[src/slot_power_pkg.sv]
// Shared constants, register map and carrier types for the two-slot power sequencer.
package slot_power_pkg;

  //////////////////////////////////////////////////////////////////////////////
  // Geometry.
  localparam int unsigned NUM_SLOTS  = 2;
  localparam int unsigned ADDR_W     = 8;
  localparam int unsigned DATA_W     = 32;
  localparam int unsigned FILTER_W   = 16;

  //////////////////////////////////////////////////////////////////////////////
  // Register byte offsets.
  localparam logic [ADDR_W-1:0] OFS_FILTER     = 8'h00;
  localparam logic [ADDR_W-1:0] OFS_IRQ_STATUS = 8'h04;
  localparam logic [ADDR_W-1:0] OFS_IRQ_CLEAR  = 8'h08;
  localparam logic [ADDR_W-1:0] OFS_IRQ_ENABLE = 8'h0c;
  localparam logic [ADDR_W-1:0] OFS_SLOT_STATE = 8'h10;

  // Slot state word: one byte lane per slot.
  localparam int unsigned SLOT_STATE_STRIDE = 8;
  // Interrupt bits: two per slot, main fault at the even position.
  localparam int unsigned IRQ_MAIN_POS = 0;
  localparam int unsigned IRQ_AUX_POS  = 1;
  localparam int unsigned IRQ_STRIDE   = 2;

  // Reset values.
  localparam logic [2*NUM_SLOTS-1:0] IRQ_STATUS_RST = 4'h0;
  localparam logic [2*NUM_SLOTS-1:0] IRQ_ENABLE_RST = 4'h0;

  // Bus responses.
  localparam logic [1:0] RESP_OKAY   = 2'h0;
  localparam logic [1:0] RESP_SLVERR = 2'h2;

  //////////////////////////////////////////////////////////////////////////////
  // Timing.
  localparam int unsigned CLK_PERIOD_NS        = 10;
  localparam int unsigned FAULT_FILTER_TIME_NS = 10000;
  localparam int unsigned FILTER_CYCLES_DEF    =
    (FAULT_FILTER_TIME_NS + CLK_PERIOD_NS - 1) / CLK_PERIOD_NS;

  //////////////////////////////////////////////////////////////////////////////
  // Carriers.
  typedef struct packed {
    logic main_enable;
    logic aux_enable;
    logic breaker_sense_5v;
    logic breaker_sense_3v3;
    logic pg_sense_3v3;
    logic pg_sense_5v;
    logic thermal_trip;
    logic input_uv;
    logic aux_overcurrent;
  } slot_pins_t;

  typedef struct packed {
    logic gate_drive_5v;
    logic gate_drive_3v3;
    logic gate_drive_12v;
    logic gate_drive_m12v;
    logic aux_rail_out;
  } slot_rails_t;

  typedef struct packed {
    logic fault;
    logic aux_latch;
    logic main_latch;
    logic pg_5v;
    logic pg_3v3;
    logic aux_on;
    logic main_on;
  } slot_stat_t;

endpackage : slot_power_pkg

[src/slot_power_ctrl.sv]
// One slot: enable edge detection, breaker filter, fault latches and rail drives.
module slot_power_ctrl #(
  parameter int unsigned FW = 16
) (
  // Clock and reset
  input  wire logic                      aclk,
  input  wire logic                      aresetn,
  // Synchronised pins and settings
  input  slot_power_pkg::slot_pins_t     pins,
  input  wire logic                      standby_ok,
  input  wire logic [FW-1:0]             filter_cycles,
  // Rail drives and status
  output slot_power_pkg::slot_rails_t    rails,
  output logic                           fault_n,
  output slot_power_pkg::slot_stat_t     stat,
  output logic                           main_fault_evt,
  output logic                           aux_fault_evt
);
  import slot_power_pkg::*;

  typedef struct packed {
    logic          main_en_prev;
    logic          aux_en_prev;
    logic          main_on;
    logic          aux_on;
    logic          main_latch;
    logic          aux_latch;
    logic [FW-1:0] filt_cnt;
    logic          main_evt;
    logic          aux_evt;
  } slot_state_t;

  slot_state_t s_ff;
  slot_state_t nxt_s;
  logic        over;
  logic        trip;
  logic        main_flt;
  logic        aux_flt;

  always_comb begin
    nxt_s              = s_ff;
    nxt_s.main_en_prev = pins.main_enable;
    nxt_s.aux_en_prev  = pins.aux_enable;
    over               = pins.breaker_sense_5v | pins.breaker_sense_3v3;
    trip               = 1'b0;
    nxt_s.filt_cnt     = '0;
    if (s_ff.main_on && over) begin
      if (s_ff.filt_cnt >= filter_cycles - FW'(1)) begin
        trip = 1'b1;
      end else begin
        nxt_s.filt_cnt = s_ff.filt_cnt + FW'(1);
      end
    end
    main_flt = trip | pins.thermal_trip | (s_ff.main_on & pins.input_uv);
    aux_flt  = pins.thermal_trip | (s_ff.aux_on & pins.aux_overcurrent);
    // Clears come first so that a fault in the same cycle still lands.
    if (!pins.main_enable) begin
      nxt_s.main_latch = 1'b0;
    end
    if (!pins.aux_enable) begin
      nxt_s.aux_latch = 1'b0;
    end
    if (main_flt) begin
      nxt_s.main_latch = 1'b1;
    end
    if (aux_flt) begin
      nxt_s.aux_latch = 1'b1;
    end
    nxt_s.main_evt = main_flt & ~s_ff.main_latch;
    nxt_s.aux_evt  = aux_flt & ~s_ff.aux_latch;
    // Only a fresh edge powers up; a held-high enable after a fault does nothing.
    if (main_flt || !pins.main_enable) begin
      nxt_s.main_on = 1'b0;
    end else if (pins.main_enable && !s_ff.main_en_prev && !s_ff.main_latch
                 && !pins.input_uv) begin
      nxt_s.main_on = 1'b1;
    end
    if (aux_flt || !pins.aux_enable || !standby_ok) begin
      nxt_s.aux_on = 1'b0;
    end else if (pins.aux_enable && !s_ff.aux_en_prev && !s_ff.aux_latch) begin
      nxt_s.aux_on = 1'b1;
    end
  end

  always_ff @(posedge aclk) begin
    if (!aresetn) begin
      s_ff <= '0;
    end else begin
      s_ff <= nxt_s;
    end
  end

  always_comb begin
    rails.gate_drive_5v   = s_ff.main_on;
    rails.gate_drive_3v3  = s_ff.main_on;
    rails.gate_drive_12v  = s_ff.main_on;
    rails.gate_drive_m12v = s_ff.main_on;
    rails.aux_rail_out    = s_ff.aux_on;
    fault_n               = ~(s_ff.main_latch | s_ff.aux_latch);
    stat.fault            = s_ff.main_latch | s_ff.aux_latch;
    stat.aux_latch        = s_ff.aux_latch;
    stat.main_latch       = s_ff.main_latch;
    stat.pg_5v            = pins.pg_sense_5v;
    stat.pg_3v3           = pins.pg_sense_3v3;
    stat.aux_on           = s_ff.aux_on;
    stat.main_on          = s_ff.main_on;
    main_fault_evt        = s_ff.main_evt;
    aux_fault_evt         = s_ff.aux_evt;
  end

endmodule : slot_power_ctrl

[src/slot_power_enable_fault_latch.sv]
// Two-slot power enable and fault latch top with AXI4-Lite registers and interrupt.
//
// Function
// - Aux rail turns on only on a rising aux enable edge, never on level.
// - Aux enable low clears the slot's aux fault latch.
// - Main enable rising edge turns on all four main rails; low turns them off.
// - Main enable low clears the slot's main fault latch.
// - Breaker sense high for the whole filter interval trips and drops the gates.
// - Overcurrent, thermal or undervoltage faults drop only the affected slot's gates.
// - Aux path stays off until standby supply is above its lockout level.
// - Registers and logic live on the standby supply, reachable with rails off.
// - 3.3V and 5V sense inputs give a readable power-good status.
// - Fault output is low while any latch is set; both enables must drop.
// - Interrupt low on any enabled fault; writing one to its bit clears it.
//
// The implementer's own choices: the register addresses and register access over AXI4-Lite.
module slot_power_enable_fault_latch #(
  parameter int unsigned FILTER_CYCLES = slot_power_pkg::FILTER_CYCLES_DEF
) (
  // Clock and reset
  input  wire logic                                 aclk,
  input  wire logic                                 aresetn,
  // AXI4-Lite write address
  input  wire logic                                 awvalid,
  output logic                                      awready,
  input  wire logic [slot_power_pkg::ADDR_W-1:0]    awaddr,
  input  wire logic [2:0]                           awprot,
  // AXI4-Lite write data
  input  wire logic                                 wvalid,
  output logic                                      wready,
  input  wire logic [slot_power_pkg::DATA_W-1:0]    wdata,
  input  wire logic [slot_power_pkg::DATA_W/8-1:0]  wstrb,
  // AXI4-Lite write response
  output logic                                      bvalid,
  input  wire logic                                 bready,
  output logic [1:0]                                bresp,
  // AXI4-Lite read address
  input  wire logic                                 arvalid,
  output logic                                      arready,
  input  wire logic [slot_power_pkg::ADDR_W-1:0]    araddr,
  input  wire logic [2:0]                           arprot,
  // AXI4-Lite read data
  output logic                                      rvalid,
  input  wire logic                                 rready,
  output logic [slot_power_pkg::DATA_W-1:0]         rdata,
  output logic [1:0]                                rresp,
  // Slot pins, asynchronous to aclk
  input  slot_power_pkg::slot_pins_t                slot_pins_a,
  input  slot_power_pkg::slot_pins_t                slot_pins_b,
  input  wire logic                                 standby_supply_ok,
  // Rail drives
  output slot_power_pkg::slot_rails_t               slot_rails_a,
  output slot_power_pkg::slot_rails_t               slot_rails_b,
  // Fault and interrupt, active low
  output logic                                      slot_fault_n_a,
  output logic                                      slot_fault_n_b,
  output logic                                      int_n
);
  import slot_power_pkg::*;

  localparam int unsigned NIRQ = 2 * NUM_SLOTS;

  if (FILTER_CYCLES < 1 || FILTER_CYCLES >= (1 << FILTER_W)) begin : g_bad_filter
    $error("FILTER_CYCLES must fit the filter counter and be at least one");
  end

  typedef struct packed {
    slot_pins_t [NUM_SLOTS-1:0] pin_meta;
    slot_pins_t [NUM_SLOTS-1:0] pin_sync;
    logic                       sby_meta;
    logic                       sby_sync;
    logic                       aw_held;
    logic [ADDR_W-1:0]          aw_addr;
    logic                       w_held;
    logic [DATA_W-1:0]          w_data;
    logic [DATA_W/8-1:0]        w_strb;
    logic                       bvalid;
    logic [1:0]                 bresp;
    logic                       rvalid;
    logic [DATA_W-1:0]          rdata;
    logic [1:0]                 rresp;
    logic [FILTER_W-1:0]        filter_cycles;
    logic [NIRQ-1:0]            irq_status;
    logic [NIRQ-1:0]            irq_enable;
  } top_state_t;

  top_state_t                 s_ff;
  top_state_t                 nxt_s;
  slot_rails_t [NUM_SLOTS-1:0] rails;
  slot_stat_t  [NUM_SLOTS-1:0] stat;
  logic        [NUM_SLOTS-1:0] fault_n_v;
  logic        [NIRQ-1:0]      evt;
  logic                       wr_fire;
  logic        [NIRQ-1:0]      irq_clr;
  logic        [DATA_W-1:0]    rd_word;
  logic                       rd_hit;
  logic        [DATA_W-1:0]    filt_word;
  logic        [DATA_W-1:0]    slot_word;

  //////////////////////////////////////////////////////////////////////////////
  // Helpers.

  // Word-aligned address match, shared by the read and write decoders.
  function automatic logic hit(input logic [ADDR_W-1:0] addr,
                               input logic [ADDR_W-1:0] ofs);
    hit = (addr[ADDR_W-1:2] == ofs[ADDR_W-1:2]);
  endfunction : hit

  function automatic logic is_mapped(input logic [ADDR_W-1:0] addr);
    is_mapped = hit(addr, OFS_FILTER) | hit(addr, OFS_IRQ_STATUS) | hit(addr, OFS_IRQ_CLEAR)
              | hit(addr, OFS_IRQ_ENABLE) | hit(addr, OFS_SLOT_STATE);
  endfunction : is_mapped

  function automatic logic [DATA_W-1:0] merge(input logic [DATA_W-1:0]   old,
                                              input logic [DATA_W-1:0]   data,
                                              input logic [DATA_W/8-1:0] strb);
    merge = old;
    for (int b = 0; b < DATA_W / 8; b++) begin
      if (strb[b]) begin
        merge[8*b +: 8] = data[8*b +: 8];
      end
    end
  endfunction : merge

  //////////////////////////////////////////////////////////////////////////////
  // Slots.

  for (genvar i = 0; i < NUM_SLOTS; i++) begin : g_slot
    slot_power_ctrl #(
      .FW (FILTER_W)
    ) u_slot (
      .aclk           (aclk),
      .aresetn        (aresetn),
      .pins           (s_ff.pin_sync[i]),
      .standby_ok     (s_ff.sby_sync),
      .filter_cycles  (s_ff.filter_cycles),
      .rails          (rails[i]),
      .fault_n        (fault_n_v[i]),
      .stat           (stat[i]),
      .main_fault_evt (evt[IRQ_STRIDE*i+IRQ_MAIN_POS]),
      .aux_fault_evt  (evt[IRQ_STRIDE*i+IRQ_AUX_POS])
    );
  end

  //////////////////////////////////////////////////////////////////////////////
  // Next state.

  always_comb begin
    nxt_s          = s_ff;
    // Pins are asynchronous; the first stage feeds only the second.
    nxt_s.pin_meta = {slot_pins_b, slot_pins_a};
    nxt_s.pin_sync = s_ff.pin_meta;
    nxt_s.sby_meta = standby_supply_ok;
    nxt_s.sby_sync = s_ff.sby_meta;

    // Write channel: address and data are taken in either order.
    if (awvalid && !s_ff.aw_held) begin
      nxt_s.aw_held = 1'b1;
      nxt_s.aw_addr = awaddr;
    end
    if (wvalid && !s_ff.w_held) begin
      nxt_s.w_held = 1'b1;
      nxt_s.w_data = wdata;
      nxt_s.w_strb = wstrb;
    end
    if (s_ff.bvalid && bready) begin
      nxt_s.bvalid = 1'b0;
    end
    wr_fire   = s_ff.aw_held && s_ff.w_held && !s_ff.bvalid;
    irq_clr   = '0;
    filt_word = merge(DATA_W'(s_ff.filter_cycles), s_ff.w_data, s_ff.w_strb);
    if (wr_fire) begin
      nxt_s.aw_held = 1'b0;
      nxt_s.w_held  = 1'b0;
      nxt_s.bvalid  = 1'b1;
      nxt_s.bresp   = is_mapped(s_ff.aw_addr) ? RESP_OKAY : RESP_SLVERR;
      if (hit(s_ff.aw_addr, OFS_FILTER)) begin
        // A zero interval would wrap the compare and trip only after 65536 overcurrent cycles; keep one.
        nxt_s.filter_cycles = (filt_word[FILTER_W-1:0] == '0) ? FILTER_W'(1)
                                                              : filt_word[FILTER_W-1:0];
      end
      if (hit(s_ff.aw_addr, OFS_IRQ_STATUS) || hit(s_ff.aw_addr, OFS_IRQ_CLEAR)) begin
        irq_clr = s_ff.w_strb[0] ? s_ff.w_data[NIRQ-1:0] : '0;
      end
      if (hit(s_ff.aw_addr, OFS_IRQ_ENABLE) && s_ff.w_strb[0]) begin
        nxt_s.irq_enable = s_ff.w_data[NIRQ-1:0];
      end
    end

    // A fault landing in the clearing cycle stays set.
    nxt_s.irq_status = (s_ff.irq_status & ~irq_clr) | evt;

    // Read channel.
    slot_word = '0;
    for (int i = 0; i < NUM_SLOTS; i++) begin
      slot_word[SLOT_STATE_STRIDE*i +: $bits(slot_stat_t)] = stat[i];
    end
    rd_hit  = 1'b1;
    rd_word = '0;
    if (hit(araddr, OFS_FILTER)) begin
      rd_word = DATA_W'(s_ff.filter_cycles);
    end else if (hit(araddr, OFS_IRQ_STATUS)) begin
      rd_word = DATA_W'(s_ff.irq_status);
    end else if (hit(araddr, OFS_IRQ_ENABLE)) begin
      rd_word = DATA_W'(s_ff.irq_enable);
    end else if (hit(araddr, OFS_SLOT_STATE)) begin
      rd_word = slot_word;
    end else if (!hit(araddr, OFS_IRQ_CLEAR)) begin
      rd_hit = 1'b0;
    end
    if (s_ff.rvalid && rready) begin
      nxt_s.rvalid = 1'b0;
    end
    if (arvalid && !s_ff.rvalid) begin
      nxt_s.rvalid = 1'b1;
      nxt_s.rdata  = rd_word;
      nxt_s.rresp  = rd_hit ? RESP_OKAY : RESP_SLVERR;
    end
  end

  //////////////////////////////////////////////////////////////////////////////
  // State register.

  // The reset is expected from the standby supply's power-on detector, so the
  // register file survives while the main rails are down.
  always_ff @(posedge aclk) begin
    if (!aresetn) begin
      s_ff               <= '0;
      s_ff.filter_cycles <= FILTER_W'(FILTER_CYCLES);
      s_ff.irq_status    <= IRQ_STATUS_RST;
      s_ff.irq_enable    <= IRQ_ENABLE_RST;
    end else begin
      s_ff <= nxt_s;
    end
  end

  //////////////////////////////////////////////////////////////////////////////
  // Outputs.

  assign awready        = ~s_ff.aw_held;
  assign wready         = ~s_ff.w_held;
  assign bvalid         = s_ff.bvalid;
  assign bresp          = s_ff.bresp;
  assign arready        = ~s_ff.rvalid;
  assign rvalid         = s_ff.rvalid;
  assign rdata          = s_ff.rdata;
  assign rresp          = s_ff.rresp;
  assign slot_rails_a   = rails[0];
  assign slot_rails_b   = rails[1];
  assign slot_fault_n_a = fault_n_v[0];
  assign slot_fault_n_b = fault_n_v[1];
  assign int_n          = ~|(s_ff.irq_status & s_ff.irq_enable);

  //////////////////////////////////////////////////////////////////////////////
  // Checks. Slot A is watched through its synchronised pins and its outputs.

  logic pa_main_en;
  logic pa_aux_en;
  logic pa_over;
  assign pa_main_en = s_ff.pin_sync[0].main_enable;
  assign pa_aux_en  = s_ff.pin_sync[0].aux_enable;
  assign pa_over    = s_ff.pin_sync[0].breaker_sense_5v | s_ff.pin_sync[0].breaker_sense_3v3;

  property p_aux_on_edge;
    @(posedge aclk) disable iff (!aresetn)
      $rose(slot_rails_a.aux_rail_out) |-> $past(pa_aux_en) && !$past(pa_aux_en, 2);
  endproperty
  a_aux_on_edge: assert property (p_aux_on_edge) else $error("aux rail rose without edge");

  property p_aux_latch_clear;
    @(posedge aclk) disable iff (!aresetn)
      stat[0].aux_latch && !pa_aux_en && !s_ff.pin_sync[0].thermal_trip
      |=> !stat[0].aux_latch;
  endproperty
  a_aux_latch_clear: assert property (p_aux_latch_clear) else $error("aux latch not cleared");

  property p_main_on_edge;
    @(posedge aclk) disable iff (!aresetn)
      $rose(slot_rails_a.gate_drive_5v) |-> $past(pa_main_en) && !$past(pa_main_en, 2)
      && slot_rails_a.gate_drive_3v3 && slot_rails_a.gate_drive_12v
      && slot_rails_a.gate_drive_m12v;
  endproperty
  a_main_on_edge: assert property (p_main_on_edge) else $error("main rails rose badly");

  property p_main_off;
    @(posedge aclk) disable iff (!aresetn)
      !pa_main_en |=> !slot_rails_a.gate_drive_5v && !slot_rails_a.gate_drive_m12v;
  endproperty
  a_main_off: assert property (p_main_off) else $error("main rails stayed on");

  property p_main_latch_clear;
    @(posedge aclk) disable iff (!aresetn)
      stat[0].main_latch && !pa_main_en && !s_ff.pin_sync[0].thermal_trip
      |=> !stat[0].main_latch;
  endproperty
  a_main_latch_clear: assert property (p_main_latch_clear) else $error("main latch kept");

  property p_breaker_trip;
    @(posedge aclk) disable iff (!aresetn)
      (s_ff.filter_cycles == FILTER_W'(2)) && slot_rails_a.gate_drive_5v && pa_over && pa_main_en
      ##1 pa_over && pa_main_en |=> !slot_rails_a.gate_drive_5v && stat[0].main_latch;
  endproperty
  a_breaker_trip: assert property (p_breaker_trip) else $error("breaker did not trip");

  property p_breaker_hold;
    @(posedge aclk) disable iff (!aresetn)
      (s_ff.filter_cycles > FILTER_W'(1)) && slot_rails_a.gate_drive_5v && pa_over && pa_main_en
      && !$past(pa_over) && !s_ff.pin_sync[0].thermal_trip && !s_ff.pin_sync[0].input_uv
      |=> slot_rails_a.gate_drive_5v;
  endproperty
  a_breaker_hold: assert property (p_breaker_hold) else $error("breaker tripped early");

  property p_thermal_isolated;
    @(posedge aclk) disable iff (!aresetn)
      s_ff.pin_sync[0].thermal_trip && !s_ff.pin_sync[1].thermal_trip
      && slot_rails_b.gate_drive_5v && s_ff.pin_sync[1].main_enable
      && !s_ff.pin_sync[1].input_uv && !(s_ff.pin_sync[1].breaker_sense_5v
      | s_ff.pin_sync[1].breaker_sense_3v3)
      |=> !slot_rails_a.gate_drive_5v && !slot_rails_a.aux_rail_out && slot_rails_b.gate_drive_5v;
  endproperty
  a_thermal_isolated: assert property (p_thermal_isolated) else $error("fault not isolated");

  property p_standby_lockout;
    @(posedge aclk) disable iff (!aresetn)
      !s_ff.sby_sync |=> !slot_rails_a.aux_rail_out && !slot_rails_b.aux_rail_out;
  endproperty
  a_standby_lockout: assert property (p_standby_lockout) else $error("aux on in lockout");

  property p_fault_both;
    @(posedge aclk) disable iff (!aresetn)
      stat[0].main_latch && stat[0].aux_latch && !pa_main_en && pa_aux_en
      |=> !slot_fault_n_a;
  endproperty
  a_fault_both: assert property (p_fault_both) else $error("fault released early");

  property p_irq_raise;
    @(posedge aclk) disable iff (!aresetn)
      |(evt & s_ff.irq_enable) |=> !int_n;
  endproperty
  a_irq_raise: assert property (p_irq_raise) else $error("interrupt not raised");

  property p_irq_clear;
    @(posedge aclk) disable iff (!aresetn)
      wr_fire && hit(s_ff.aw_addr, OFS_IRQ_CLEAR) && s_ff.w_strb[0]
      && s_ff.w_data[IRQ_MAIN_POS] && !evt[IRQ_MAIN_POS] |=> !s_ff.irq_status[IRQ_MAIN_POS];
  endproperty
  a_irq_clear: assert property (p_irq_clear) else $error("status bit not cleared");

  property p_latch_holds_off;
    @(posedge aclk) disable iff (!aresetn)
      stat[0].main_latch |=> !$rose(slot_rails_a.gate_drive_5v);
  endproperty
  a_latch_holds_off: assert property (p_latch_holds_off) else $error("rails on with latch");

endmodule : slot_power_enable_fault_latch

[config.mk]
export PLATFORM = sky130hd
export DESIGN_NAME = slot_power_enable_fault_latch
export DESIGN_NICKNAME = d
export VERILOG_FILES = /design/src/slot_power_pkg.sv /design/src/slot_power_ctrl.sv /design/src/slot_power_enable_fault_latch.sv
export SDC_FILE = /design/constraint.sdc
export NUM_CORES = 1
export LEC_CHECK = 0
export BUFFER_PORTS_ARGS = -buffer_cell sky130_fd_sc_hd__clkbuf_2
export CAP_MARGIN = 20
export CORE_MARGIN = 2
export CORE_UTILIZATION = 40
export CTS_CLUSTER_SIZE = 20
export DETAILED_ROUTE_END_ITERATION = 12
export PLACE_DENSITY_LB_ADDON = 0.05
export SLEW_MARGIN = 20
export SYNTH_ARGS = -nofsm -noshare
export SYNTH_HDL_FRONTEND = slang
export SYNTH_HIERARCHICAL = 1
export SYNTH_SLANG_ARGS = --single-unit
[constraint.sdc]
create_clock -name aclk -period 6.2 [get_ports aclk]
set_input_delay 0.62 -clock aclk [delete_from_list [all_inputs] [get_ports aclk]]
set_output_delay 0.62 -clock aclk [all_outputs]
set_load 0.1 [all_outputs]
==> run metrics <==
Critical R2R Capture g_slot[0].u_slot/s_ff[4]$_SDFF_PP0_; Arr. time, crit path 3940 ps; Die W 142.6 µm; Via density 5.080; VDD IR max 181.1 µV; fmax 279.0 MHz; site row count 50; clock power share 44.6%; cell count after placement 1,100; routed len/inst 15.33 µm; post-synthesis register bit count 156; Fillers 1,818; setup bufs post-CTS 0; RePlAce Congestion 0.7606; initial core utilization 40.95%; P per Cell Area 274.8 nW/µm²; commonest register cell after synthesis dfxtp_1; startpoint types register; Area Overhead vs Synth 11.53%; Crit path required time 6550 ps; sequential area share after synthesis 40.64%; endpoints failing setup 0; Detailed Routing Iterations Pass 1 4; vias in the first global route 5,634; pin count of the biggest net entering global routing 86; io pins 138; Max-Cap Viols 0; Net Switching 0.7075 mW; initial antenna violation count 0; CP peak stage delay 510 ps; clock buffer count from CTS 17; Mean Syn Cell Area 9.127 µm²; leakage 3.374 nW; post-route ant nets 0; drt total wl 17.35 mm; worst clock skew 14.36 ps; Reg2Reg Depth 12; Comb pwr share 10.4%; unique cell type count in the Yosys netlist 67; CTS tree yes; first-pass GRT wire length 28.10 mm; Area after DPL 7955 µm²; Port Buffers 91; Slew @ Worst Pin 784.7 ps; r2r startpoint s_ff[8]$_SDFFE_PN0P_; Worst Path Max Fanout 16; die area 20,340 µm²; # hold bufs at CTS 0; total grt overflow 0; internal power 1.648 mW; DP HPWL 12.67 mm; Bufs and invs on worst path 1; Post-layout nets 1,005; most common cell after layout, fill and taps aside dfxtp_1; Final Cell Area 8571 µm²; kind of critical path register to register; commonest non-fill, non-tap cells in the layout 156 x dfxtp_1, 90 x clkbuf_2, 88 x nand2_1, 79 x nor2_1, 46 x and2_1; die height 142.6 µm; Slowest-stage cell, CP a211oi_1; worst path cell trace inv_1 -> ha_1 -> or2b_1 -> or3_4 -> nor4b_4 -> xnor2_1 -> ha_1 -> nand2_1 -> nor2_1 -> a211oi_1 -> nand4b_2 -> nor2_1; cell family with most CP delay simple AND/OR/NAND/NOR gates; number of synthesized flops with an enable pin 0; Post-Route Utilization 45.67%; gr usage total 17.70%; non-filler cells in the finished layout 1,132; DRC 0; synthesis warning total 6; Clock Tree Buf Depth 2; ant diodes 0; Core ar. 18,770 µm²; CTS root buf clkbuf_16; Min-Delay Path Depth 2; Final Hold Viols 0; total power 2.355 mW; final setup TNS 0 ps; Hold EP nxt_s[112]$_SDFF_PN0_; synthesized area 7685 µm²; Reg clk slew, reported paths 70 ps; HP Class input port to register; R2R Setup Slk 2620 ps; Max Slew Vio Count 0; H-tree depth 4; PostCTS Resize Cnt 0; drt initial violations 249; Post-Syn Instances 842; normalized max-slew margin 47.30%; worst skew pair latency 430 ps; hold path start slot_pins_a[2]; Clock Sinks 156; Sw Share 30.04%; status completed; crit path time final 3585 ps; layout cells sized above 1 17.15%; final worst-path cycle share 57.82%; asr flop ratio synth 0%; RSZ-0062 raised after global routing no; sequential share of power 45.0%; crit end category register; total number of vias 5,750
[worst max-delay path by stage]
stage	cells after the start	from	endpoint	slack (ps)
6_report	12	s_ff[8]$_SDFFE_PN0P_	g_slot[0].u_slot/s_ff[4]$_SDFF_PP0_	2620
5_1_grt	12	s_ff[8]$_SDFFE_PN0P_	g_slot[0].u_slot/s_ff[4]$_SDFF_PP0_	2310
4_1_cts	12	s_ff[8]$_SDFFE_PN0P_	g_slot[0].u_slot/s_ff[4]$_SDFF_PP0_	2560
3_5_place_dp	12	s_ff[8]$_SDFFE_PN0P_	g_slot[0].u_slot/s_ff[4]$_SDFF_PP0_	2570
3_3_place_gp	12	s_ff[8]$_SDFFE_PN0P_	g_slot[0].u_slot/s_ff[17]$_SDFF_PP0_	2700
2_1_floorplan	2	s_ff[7]$_SDFF_PN0_	int_n	2820
[sequential cells by signal (all words and copies together) (netlist names)]
signal / cells
s_ff: 67
g_slot.u_slot/s_ff: 36
nxt_s: 19
rdata: 16
g_slot.u_slot/rails: 4
g_slot.u_slot/stat: 4
g_slot.u_slot/aux_fault_evt: 2
g_slot.u_slot/main_fault_evt: 2
bresp: 1
bvalid: 1
pa_aux_en: 1
pa_main_en: 1
rresp: 1
rvalid: 1
[metrics by stage]
stage	setup WS [ps]	hold slack (ps)
after floorplan	2822	411.9
after global placement	2705	417.2
after detailed placement	2565	419.6
after CTS	2565	370.8
after global routing	2311	363.1
final	2615	385.9
[power by group through the flow]
stage / Combinational, mW / Clock (mW) / Sequential, mW
after global routing: 0.263 / 1.13 / 1.06
after detailed placement: 0.246 / 0 / 1.08
final: 0.245 / 1.05 / 1.06
after global placement: 0.243 / 0 / 1.08
after CTS: 0.246 / 1.08 / 1.06
after floorplan: 0.219 / 0 / 1.08
[cells in the mapped netlist, types with 10 or more instances]
master	number	area share, %
a21oi_1	17	1.1
nor2b_1	25	2.0
a221oi_1	11	1.3
buf_4	58	5.7
o21ai_0	22	1.4
dfxtp_1	156	41
nor3_1	15	0.98
mux2i_1	26	3.4
o21a_1	10	0.98
nor2_1	79	3.9
nand3_1	14	0.91
inv_1	17	0.83
nand2_1	88	4.3
and2_1	46	3.7
xnor2_1	35	4.0
xor2_1	21	2.4
clkbuf_1	23	1.1
ha_1	36	5.9
a21boi_0	25	2.4
[per-layer routing]
metal  track usage, %  vias to the layer above  part of all wire [%]
li1                 -                     2906                     -
met1            22.11                     2717                    46
met2            30.19                      109                    48
met3            4.273                       18                   4.3
met4            5.419                        0                   1.4
met5                0                        -                     0
[cells by family (layout without fill, tap and decap cells)]
logic type / after synthesis / in the layout / synth area share [%]
xor gates and xnor gates: 56 / 56 / 6.382
AOI/OAI and AO/OA: 117 / 117 / 10.91
muxes: 27 / 27 / 3.533
and+or+nand+nor: 346 / 346 / 24.47
DFF: 156 / 156 / 40.64
buffers and inverters: 103 / 142 / 8.157
other: 1 / 18 / 0.04880
adders and majority gates: 36 / 36 / 5.861
[layout make-up]
type	instances	area (µm²)	share of cell area (%)
flip-flops and latches	156	3123	36.44
inverters	17	63.81	0.7445
multi-input cells	600	4016	46.86
repair buffers	93	470.5	5.489
clock inverters	14	165.2	1.927
well taps	234	292.8	3.416
clock buffers	18	439.2	5.124
[worst reg2reg max path: stages, from the launching register on]
cell and delay, ps:
dfxtp_1 470, inv_1 170, ha_1 190, or2b_1 280, or3_4 410, nor4b_4 230, xnor2_1 160, ha_1 270
nand2_1 60, nor2_1 40, a211oi_1 510, nand4b_2 500, nor2_1 240
Power figures use the tool's default switching activity.
